===== src/gpio_map.svh =====
// Register map, field positions, reset values and widths of the dual port block
`ifndef GPIO_MAP_SVH
`define GPIO_MAP_SVH

// ============================================================
// Register offsets
`define ADDR_W            8
`define OFF_FIRST_DATA    8'h05
`define OFF_SECOND_DATA   8'h06
`define OFF_INT_CONTROL   8'h0b
`define OFF_OPTION        8'h81
`define OFF_FIRST_DIR     8'h85
`define OFF_SECOND_DIR    8'h86
`define OFF_CONV_CFG      8'h9f

// ============================================================
// Widths and field positions
`define FIRST_W           5
`define SECOND_W          8
`define OPEN_DRAIN_BIT    4
`define PULLUP_N_BIT      7
`define CHANGE_FLAG_BIT   0
`define EXT_INT_BIT       0
`define PROG_CLK_BIT      6
`define PROG_DATA_BIT     7

// ============================================================
// Reset values
`define RST_FIRST_LATCH   5'h00
`define RST_FIRST_DIR     5'h1f
`define RST_SECOND_LATCH  8'h00
`define RST_SECOND_DIR    8'hff
`define RST_OPTION        8'hff
`define RST_CONV_CFG      2'h0

`endif


===== src/gpio_pkg.sv =====
// Types shared by the dual port block
package gpio_pkg;

	// ============================================================
	// Register bus request, one cycle per access
	typedef struct packed {
		logic [7:0] addr;   // Register offset
		logic [7:0] wdata;  // Write data
		logic [7:0] wbits;  // Bits taken from wdata on a port write
		logic       wr;     // Write strobe
		logic       rd;     // Read strobe
	} bus_req_t;

	// ============================================================
	// State of the port block, all but the reset synchroniser
	typedef struct packed {
		logic [4:0] pa_meta;   // First port sync stage one
		logic [4:0] pa_sync;   // First port sync stage two
		logic [7:0] pb_meta;   // Second port sync stage one
		logic [7:0] pb_sync;   // Second port sync stage two
		logic       pm_meta;   // Programming mode stage one
		logic       pm_sync;   // Programming mode stage two
		logic [4:0] pa_latch;  // First port output latch
		logic [4:0] pa_dir;    // First port direction
		logic [7:0] pb_latch;  // Second port output latch
		logic [7:0] pb_dir;    // Second port direction
		logic [7:0] option;    // Option control
		logic [1:0] conv_cfg;  // Converter pin config
		logic [3:0] snap;      // Change-watch snapshot
		logic       chg_flag;  // Port change flag
		logic [7:0] rdata;     // Registered read data
	} state_t;

endpackage : gpio_pkg


===== src/gpio_dual_port.sv =====
// Dual general-purpose port block with change detection and pin sharing
`include "gpio_map.svh"

module gpio_dual_port (
	input  wire logic             I_REF_CLK,      // Core clock, 250 MHz
	input  wire logic             I_RSTN,         // Power-on reset, active low, async
	input  wire logic             I_OTHER_RST,    // Other reset, one-cycle pulse
	input  wire gpio_pkg::bus_req_t I_BUS,        // Register bus request
	output logic [7:0]            O_RDATA,        // Read data, cycle after strobe
	input  wire logic [4:0]       I_PA_PIN,       // First port pin levels
	output logic [4:0]            O_PA_OUT,       // First port drive value
	output logic [4:0]            O_PA_OE,        // First port drive enable
	output logic [3:0]            O_PA_ANALOG,    // First port pin in analog use
	output logic                  O_TIMER_CLK,    // Timer external clock in
	input  wire logic [7:0]       I_PB_PIN,       // Second port pin levels
	output logic [7:0]            O_PB_OUT,       // Second port drive value
	output logic [7:0]            O_PB_OE,        // Second port drive enable
	output logic [7:0]            O_PB_PULLUP,    // Weak pull-up enable per pin
	input  wire logic             I_EXT_INT_EN,   // External interrupt in use
	output logic                  O_EXT_INT,      // External interrupt input
	output logic                  O_PB0_SCHMITT,  // Bit zero Schmitt buffer select
	input  wire logic             I_PROG_MODE,    // Serial programming mode pin
	output logic                  O_PROG_CLK,     // Programming clock input
	output logic                  O_PROG_DATA,    // Programming data input
	output logic                  O_CHANGE_FLAG,  // Port change flag level
	output logic                  O_WAKE          // Wake request to the core
);

	// ============================================================
	// Reset release
	logic rst_meta_ff;  // Reset sync stage one
	logic rst_sync_ff;  // Reset used by the rest of the block

	// Assert at once, release through two flops to avoid a ragged release
	always_ff @(posedge I_REF_CLK or negedge I_RSTN) begin
		if (!I_RSTN) begin
			rst_meta_ff <= 1'b0;
			rst_sync_ff <= 1'b0;
		end else begin
			rst_meta_ff <= 1'b1;
			rst_sync_ff <= rst_meta_ff;
		end
	end

	// ============================================================
	// State and next state
	gpio_pkg::state_t st_ff;    // Registered state
	gpio_pkg::state_t nxt_st;   // Next state

	// ============================================================
	// Decoded views of the state
	logic [3:0] analog_sel;     // Pins handed to the converter
	logic [4:0] pa_view;        // First port as software sees it
	logic [7:0] pb_view;        // Second port as software sees it
	logic [3:0] mismatch;       // Change-watch pins that differ
	logic       pb_access;      // Second port read or write
	logic       wr_first;       // Write to first port data
	logic       wr_second;      // Write to second port data
	logic [7:0] rd_mux;         // Read value before its register

	// Converter pin selection: 00 all four analog, 01 pins 2:0 analog with
	// pin 3 as reference, 10 pins 1:0 analog, 11 all digital
	always_comb begin
		case (st_ff.conv_cfg)
			2'h0:    analog_sel = 4'hf;
			2'h1:    analog_sel = 4'hf;  // Pin 3 serves as reference
			2'h2:    analog_sel = 4'h3;
			2'h3:    analog_sel = 4'h0;
			default: analog_sel = 4'hf;
		endcase
	end

	// Read views come from the second sync stage only
	always_comb begin
		// Analog pins read as zero; the open-drain pin always reads its level
		pa_view = st_ff.pa_sync & {1'b1, ~analog_sel};
		pb_view = st_ff.pb_sync;
	end

	// Bus decode
	always_comb begin
		wr_first  = I_BUS.wr && (I_BUS.addr == `OFF_FIRST_DATA);
		wr_second = I_BUS.wr && (I_BUS.addr == `OFF_SECOND_DATA);
		pb_access = (I_BUS.wr || I_BUS.rd) && (I_BUS.addr == `OFF_SECOND_DATA);
	end

	// Only input pins take part; an output pin is always seen as matching
	always_comb begin
		mismatch = (st_ff.pb_sync[7:4] ^ st_ff.snap) & st_ff.pb_dir[7:4];
	end

	// Read multiplexer; unused bits and unmapped offsets read zero
	always_comb begin
		case (I_BUS.addr)
			`OFF_FIRST_DATA:  rd_mux = {3'h0, pa_view};
			`OFF_SECOND_DATA: rd_mux = pb_view;
			`OFF_INT_CONTROL: rd_mux = {7'h0, st_ff.chg_flag};
			`OFF_OPTION:      rd_mux = st_ff.option;
			`OFF_FIRST_DIR:   rd_mux = {3'h0, st_ff.pa_dir};
			`OFF_SECOND_DIR:  rd_mux = st_ff.pb_dir;
			`OFF_CONV_CFG:    rd_mux = {6'h0, st_ff.conv_cfg};
			default:          rd_mux = 8'h00;
		endcase
	end

	// ============================================================
	// Next-state logic
	always_comb begin
		nxt_st = st_ff;

		// Pins pass two stages before anything reads them
		nxt_st.pa_meta = I_PA_PIN;
		nxt_st.pa_sync = st_ff.pa_meta;
		nxt_st.pb_meta = I_PB_PIN;
		nxt_st.pb_sync = st_ff.pb_meta;
		nxt_st.pm_meta = I_PROG_MODE;
		nxt_st.pm_sync = st_ff.pm_meta;

		// Read data stands for one cycle after the strobe
		nxt_st.rdata = I_BUS.rd ? rd_mux : 8'h00;

		// Port writes merge the sampled pins with the new bits, then latch;
		// the latch changes at the closing edge of the write cycle
		if (wr_first) begin
			nxt_st.pa_latch = (I_BUS.wdata[4:0] & I_BUS.wbits[4:0])
				| (pa_view & ~I_BUS.wbits[4:0]);
		end
		if (wr_second) begin
			nxt_st.pb_latch = (I_BUS.wdata & I_BUS.wbits)
				| (pb_view & ~I_BUS.wbits);
		end

		// Plain control registers
		if (I_BUS.wr) begin
			case (I_BUS.addr)
				`OFF_OPTION:    nxt_st.option   = I_BUS.wdata;
				`OFF_FIRST_DIR: nxt_st.pa_dir   = I_BUS.wdata[4:0];
				`OFF_SECOND_DIR: nxt_st.pb_dir  = I_BUS.wdata;
				`OFF_CONV_CFG:  nxt_st.conv_cfg = I_BUS.wdata[1:0];
				default: ;
			endcase
		end

		// Any access to the second port refreshes the snapshot
		if (pb_access) begin
			nxt_st.snap = st_ff.pb_sync[7:4];
		end

		// Software may write the flag; a live mismatch sets it and beats a
		// clear in the same cycle. A mismatch seen in a cycle that accesses
		// the second port is dropped, as the snapshot takes the new level.
		if (I_BUS.wr && (I_BUS.addr == `OFF_INT_CONTROL)) begin
			nxt_st.chg_flag = I_BUS.wdata[`CHANGE_FLAG_BIT];
		end
		if ((|mismatch) && !pb_access) begin
			nxt_st.chg_flag = 1'b1;
		end

		// Other resets: directions and option to ones, latches unchanged
		if (I_OTHER_RST) begin
			nxt_st.pa_dir   = `RST_FIRST_DIR;
			nxt_st.pb_dir   = `RST_SECOND_DIR;
			nxt_st.option   = `RST_OPTION;
			nxt_st.conv_cfg = `RST_CONV_CFG;
		end
	end

	// ============================================================
	// State register; power-on reset loads constants only
	always_ff @(posedge I_REF_CLK or negedge rst_sync_ff) begin
		if (!rst_sync_ff) begin
			st_ff.pa_meta  <= 5'h00;
			st_ff.pa_sync  <= 5'h00;
			st_ff.pb_meta  <= 8'h00;
			st_ff.pb_sync  <= 8'h00;
			st_ff.pm_meta  <= 1'b0;
			st_ff.pm_sync  <= 1'b0;
			st_ff.pa_latch <= `RST_FIRST_LATCH;
			st_ff.pa_dir   <= `RST_FIRST_DIR;
			st_ff.pb_latch <= `RST_SECOND_LATCH;
			st_ff.pb_dir   <= `RST_SECOND_DIR;
			st_ff.option   <= `RST_OPTION;
			st_ff.conv_cfg <= `RST_CONV_CFG;
			st_ff.snap     <= 4'h0;
			st_ff.chg_flag <= 1'b0;
			st_ff.rdata    <= 8'h00;
		end else begin
			st_ff <= nxt_st;
		end
	end

	// ============================================================
	// First port pin drivers
	logic [4:0] pa_drive;   // Driver enabled per pin

	// Direction applies even to analog pins; software keeps them set
	always_comb begin
		pa_drive = ~st_ff.pa_dir;
	end

	// Bit four only ever pulls low: it drives while its direction is output and its latch bit is zero
	always_comb begin
		O_PA_OUT = {1'b0, st_ff.pa_latch[3:0]};
		O_PA_OE  = {pa_drive[4] & ~st_ff.pa_latch[4], pa_drive[3:0]};
	end

	// Analog selection and timer clock
	always_comb begin
		O_PA_ANALOG = analog_sel;
		O_TIMER_CLK = st_ff.pa_sync[`OPEN_DRAIN_BIT];
	end

	// ============================================================
	// Second port pin drivers
	logic [7:0] pb_prog_mask;   // Pins taken by serial programming

	// Programming mode owns bits six and seven, so port drivers release them
	always_comb begin
		pb_prog_mask = st_ff.pm_sync ? 8'hc0 : 8'h00;
	end

	always_comb begin
		O_PB_OUT = st_ff.pb_latch;
		O_PB_OE  = ~st_ff.pb_dir & ~pb_prog_mask;
	end

	// Global pull-up enable gated by direction; a driven pin never pulls up
	always_comb begin
		O_PB_PULLUP = {8{~st_ff.option[`PULLUP_N_BIT]}} & st_ff.pb_dir;
	end

	// ============================================================
	// Shared inputs of the second port
	always_comb begin
		O_EXT_INT     = st_ff.pb_sync[`EXT_INT_BIT];
		O_PB0_SCHMITT = I_EXT_INT_EN;
		O_PROG_CLK    = st_ff.pm_sync & st_ff.pb_sync[`PROG_CLK_BIT];
		O_PROG_DATA   = st_ff.pm_sync & st_ff.pb_sync[`PROG_DATA_BIT];
	end

	// ============================================================
	// Status outputs
	// The flag is a level; the core may sleep and this keeps it awake
	always_comb begin
		O_CHANGE_FLAG = st_ff.chg_flag;
		O_WAKE        = st_ff.chg_flag;
		O_RDATA       = st_ff.rdata;
	end

endmodule : gpio_dual_port


===== config.mk =====
export PLATFORM = sky130hd
export DESIGN_NAME = gpio_dual_port
export DESIGN_NICKNAME = d
export VERILOG_FILES = /design/src/gpio_pkg.sv /design/src/gpio_dual_port.sv
export VERILOG_INCLUDE_DIRS = /design/src
export SDC_FILE = /design/constraint.sdc
export NUM_CORES = 1
export LEC_CHECK = 0
export ABC_AREA = 1
export BUFFER_PORTS_ARGS = -buffer_cell sky130_fd_sc_hd__buf_2
export CORE_ASPECT_RATIO = 0.7
export CORE_MARGIN = 1.5
export CORE_UTILIZATION = 27
export CTS_CLUSTER_SIZE = 30
export DETAILED_ROUTE_END_ITERATION = 7
export HOLD_SLACK_MARGIN = 0.1
export SLEW_MARGIN = 0
export SYNTH_ARGS = -nofsm -noshare
export SYNTH_HDL_FRONTEND = slang
export SYNTH_SLANG_ARGS = --single-unit

===== constraint.sdc =====
create_clock -name I_REF_CLK -period 2.9 [get_ports I_REF_CLK]
set_input_delay 0 -clock I_REF_CLK [delete_from_list [all_inputs] [get_ports I_REF_CLK]]
set_output_delay 0 -clock I_REF_CLK [all_outputs]
set_load 0.05 [all_outputs]

After elaboration in Yosys (flattened, before gate mapping)

Cells that the tools add are included.

Register bits: 79
Bits of input ports: 44
Output and inout bits: 53
Logic and storage cells: 83

Equal/unequal tests: 10
Muxes and demuxes: 14
Bitwise logic cells: 22
Reduce and logical (&&, ||, !) cells: 20

Operator list:

| operator             | number |
|---|---|
| $pmux W8 S7          | 1 |
| $mux W18             | 2 |
| $and A8 B8 Y8        | 4 |
| $eq A8 B8 Y1 const B | 4 |
| $mux W8              | 4 |
| $not A8 Y8           | 3 |
| $eq A8 B3 Y1 const B | 2 |
| $and A5 B5 Y5        | 3 |
| $mux W5              | 3 |
| $pmux W4 S3          | 1 |
| $reduce_bool A2 Y1   | 6 |
| $not A5 Y5           | 2 |
| $eq A8 B4 Y1 const B | 1 |
| $or A8 B8 Y8         | 1 |
| $reduce_and A2 Y1    | 4 |
| $logic_and A1 B1 Y1  | 5 |
| $or A5 B5 Y5         | 1 |
| $and A4 B4 Y4        | 1 |
| $eq A2 B2 Y1 const B | 2 |
| $not A4 Y4           | 1 |
| $reduce_or A4 Y1     | 1 |
| $xor A4 B4 Y4        | 1 |
| $and A1 B1 Y1        | 3 |
| $eq A2 B1 Y1 const B | 1 |
| other kinds (7)      | 9 |

Longest topological paths before layout

Word-level depth: 7
Gate-level depth with buffers: 9
Gate-level depth less buffers: 9

Least setup slack after synthesis

No wires, ideal clock.

Kind: register to output
Start point: register st_ff[27] in the netlist's numbering
End point: output O_PB_PULLUP[4]
Arrival: 1.456 ns
Data required time: 2.900 ns
Path slack: 1.444 ns
Stages on the path, launching flop included: 3
Buffers on the path: 0
Path through: dfstp_2 > inv_1 > nor2_1

Longest elaborated chain between the ends: 1

RTL lines:

| item                   | RTL line              | RTL |
|---|---|---|
| start, declared        | gpio_dual_port.sv:47  | `gpio_pkg::state_t st_ff;` |
| start signal, assigned | gpio_dual_port.sv:188 | `st_ff <= nxt_st;` |
| $and A8 B8 Y8          | gpio_dual_port.sv:229 | `` O_PB_PULLUP = {8{~st_ff.option[`PULLUP_N_BIT]}} & st_ff.pb_dir; `` |
| end, declared          | gpio_dual_port.sv:18  | `output logic [7:0] O_PB_PULLUP,` |

No other way between the ends.

Worst setup path in the final report

Start point: input I_OTHER_RST
End point: register st_ff[14] in the netlist's numbering

Longest elaborated chain between the ends: 2
Elaborated cells between the ends (all ways): 4
Classes of those cells: mux (1); reduce/logical (3)

RTL lines:

| item                                | RTL line            | RTL |
|---|---|---|
| start, declared                     | gpio_dual_port.sv:7 | `input wire logic I_OTHER_RST,` |
| $reduce_bool A2 Y1 (no source line) | n/a                 |  |
| $reduce_and A2 Y1 (no source line)  | n/a                 |  |

Several ways; a longest one is shown, not always the timed one.
A chain may end at the register's enable or synchronous reset.

==> flow_summary_export.csv <==
group,metric,value,unit
pwr,cellLeakagePower,2.48,nW
sta,skew,0.00726,ns
final_layout,utilization,0.366,
logic_synthesis,yosysSeqAreaShare,0.544,
sta,setup_slack,1.35,ns
status,status,"complete, no violations",
logic_synthesis,yosysTopAreaCellShare,0.394,
placed_design,dpl_cell_area,0.00415,sq mm
logic_synthesis,netlist_area,0.00368,sq mm
worst_setup_path,cp_slowest_stage_delay,0.56,ns
placed_design,dp_cells,672,
logic_synthesis,synthFlopType,"dfrtp_1",
logic_synthesis,yosysWarnings,0,
run,cap_viol_max_count,0,
worst_setup_path,endpoint_kind,"flop",
sta,maxSlewViolCount,0,
logic_synthesis,yosys-top-cells-area,"dfrtp_1 39%, dfstp_2 15%, nand2_1 9.4%, buf_4 5.9%, nor2_1 5.9%",
sta,min_period,1.55,ns
drt,first_pass_iters,4,
worst_setup_path,cp_slowest_cell,"dlygate4sd3_1",
logic_synthesis,synth_edf_count,0,
clocking,cts_made_buffers,9,
global_route,grtUsageMet3,0.0437,
final_layout,num-nets-final,583,
pwr,power,2.69,mW
global_route,met2_usage,0.206,
global_route,use_met1,0.220,
sta,grt_setup_unrepaired,"false",
drt,vias,3109,
global_route,antenna_found_initial,0,
final_layout,drive_above_1_share,0.298,
drt,wl,9920,um
min_path,hp-class,"in -> reg",
clocking,clockBufferDepth,2,
sta,setup_tns,0,ns
min_path,hp-start,"I_BUS[8]",
global_route,grt_first_pass_wirelength,15800,um
logic_synthesis,synthTopCellsByCount,"92 x nand2_1, 58 x dfrtp_1, 58 x nor2_1, 45 x inv_1, 36 x nand3_1",
worst_setup_path,arrival,1.77,ns
final_layout,area.growth.synth_to_final,31.6,%
floorplan,rows,35,
floorplan,fp.dieW,143,um
sta,final-setup-viol-count,0,
drt,ant_nets,0,
clocking,clkTransAtPathRegs,0.06,ns
final_layout,instances_no_fill,729,
worst_setup_path,cp_common_cell,"dlygate4sd3_1",
global_route,grt_util_all_layers,0.147,
worst_setup_path,setup.worst_path.start,"I_OTHER_RST",
clocking,cts_sinks,79,
placed_design,port-buffer-count,93,
drt,drt_iter0_drc,276,
sta,post-route-period-util,0.536,
worst_setup_path,crit_fanout,9,
sta,hold_violations,0,
floorplan,initial_core_util,0.278,
placed_design,dpl.hpwl,7580,um
logic_synthesis,netlist.top_cell.by_area,"dfrtp_1",
logic_synthesis,ys_types,30,
floorplan,dieArea,0.0144,sq mm
drt,wire_per_inst,13.6,um
worst_setup_path,r2r-start,"st_ff[14]",
clocking,root_buffer,"clkbuf_16",
clocking,insertion_delay,0.34,ns
global_route,gr-max-usage-layer,"met1",
floorplan,num_io_pins,97,
logic_synthesis,async_flop_share,1.00,
logic_synthesis,synthCells,425,
worst_setup_path,required,3.12,ns
drt,route.detailed.drc,0,
pwr,ir_worst_vdd,0.000273,V
final_layout,antenna_cells,0,
global_route,grt_max_degree,42,
logic_synthesis,syn_nets,469,
logic_synthesis,syn_avg_cell_area,8.66,sq um
worst_setup_path,startpoint_type,"input port",
logic_synthesis,yosysMostFrequentCell,"nand2_1",
clocking,cts_resized,0,
floorplan,die_h,101,um
global_route,grt_pass1_vias,3005,
clocking,cts_hold_buf,41,
sta,whs,0.124,ns
logic_synthesis,ys_ff_latch,79,
drt,via_per_inst,4.26,
placed_design,place.gp.congestion,0.816,
clocking,cts_setup_buffers,0,
clocking,cts_tree,"done",
sta,fmax,643,MHz
final_layout,final_area,0.00485,sq mm
sta,worst_pin_slew,0.923,ns
worst_setup_path,critPathKind,"in -> reg",
global_route,gr-total-overflow,0,
floorplan,core_area,0.0132,sq mm
placed_design,pre_cts_ws,1.56,ns
sta,timing.slew.headroom,0.385,
pwr,powerDensity,555,mW/mm^2
clocking,htreeDepth,3,
worst_setup_path,cp_cell_sequence,"dlygate4sd3_1 > buf_2 > inv_1 > nand3_1 > o31ai_1 > dlygate4sd3_1",
## final timing paths
| check | to | slack, ns | cells past startpoint |
|---|---|---|---|
| worst max-delay path | st_ff[14] | 1.35 | 6 |
| min in group asynchronous | O_PB_OUT[5] | 0.41 | 0 |
| worst min-delay path | O_PB_OUT[6] | 0.12 | 4 |
| max in group asynchronous | st_ff[26] | 1.62 | 1 |
| worst max register to register | O_PA_OUT[1] | 1.35 | 5 |
| worst min register to register | st_ff[69] | 0.35 | 0 |
## report_power, final
group          leakage [nW]  switching [mW]  internal (mW)
registers             0.952          0.0469           1.17
logic                  1.39           0.270          0.119
clock network         0.136           0.468          0.613
total                  2.48           0.785           1.90
## cells by family (layout without fill, tap and decap cells)
| family | after synthesis | count (layout) | synth area share |
|---|---|---|---|
| AO/OA/AOI/OAI | 52 | 52 | 0.0782 |
| flip-flops | 79 | 79 | 0.544 |
| other | 2 | 2 | 0.00204 |
| buffers and inverters | 82 | 201 | 0.119 |
| AND/OR/NAND/NOR | 210 | 210 | 0.257 |
## critical path, delay by kind of cell
family | cells | cell delay (ns)
buffers and inverters | 4 | 1.57
and+or+nand+nor | 1 | 0.14
AOI/OAI and AO/OA | 1 | 0.07
## layout by cell type (no fill, tap or decap), types with 10 or more instances in the layout
cell type      Yosys  layout
buf_2              1      93
dfrtp_1           58      57
nand2_1           92      92
o21ai_1           10      10
dlygate4sd3_1      0      41
o21ai_0           29      29
inv_1             45      45
dfstp_2           21      21
nor2_1            58      58
nand3_1           36      36
## per-layer routing
metal / routed length, um / part of all wire
met5: 0 / 0
met4: 73 / 0.0074
met3: 788 / 0.079
met1: 5160 / 0.52
met2: 3900 / 0.39
## layout make-up
cell class,count,area [sq um]
Clock buffer,10,239
Clock inverter,6,50.0
Fill cell,1373,8380
Inverter,48,180
Multi-Input combinational cell,264,1240
Sequential cell,79,2000
Tap cell,185,231
Timing Repair Buffer,137,898
## state kept, by name, summed over array words and instances (netlist names)
register and cells:
O_CHANGE_FLAG 1, O_RDATA 8, rst_sync_ff 1, rst_meta_ff 1, O_PB_OUT 8, pb_view 8
st_ff 33, nxt_st 14, O_TIMER_CLK 1, O_PA_OUT 4
Note: power is estimated with default switching activity, not from simulation.
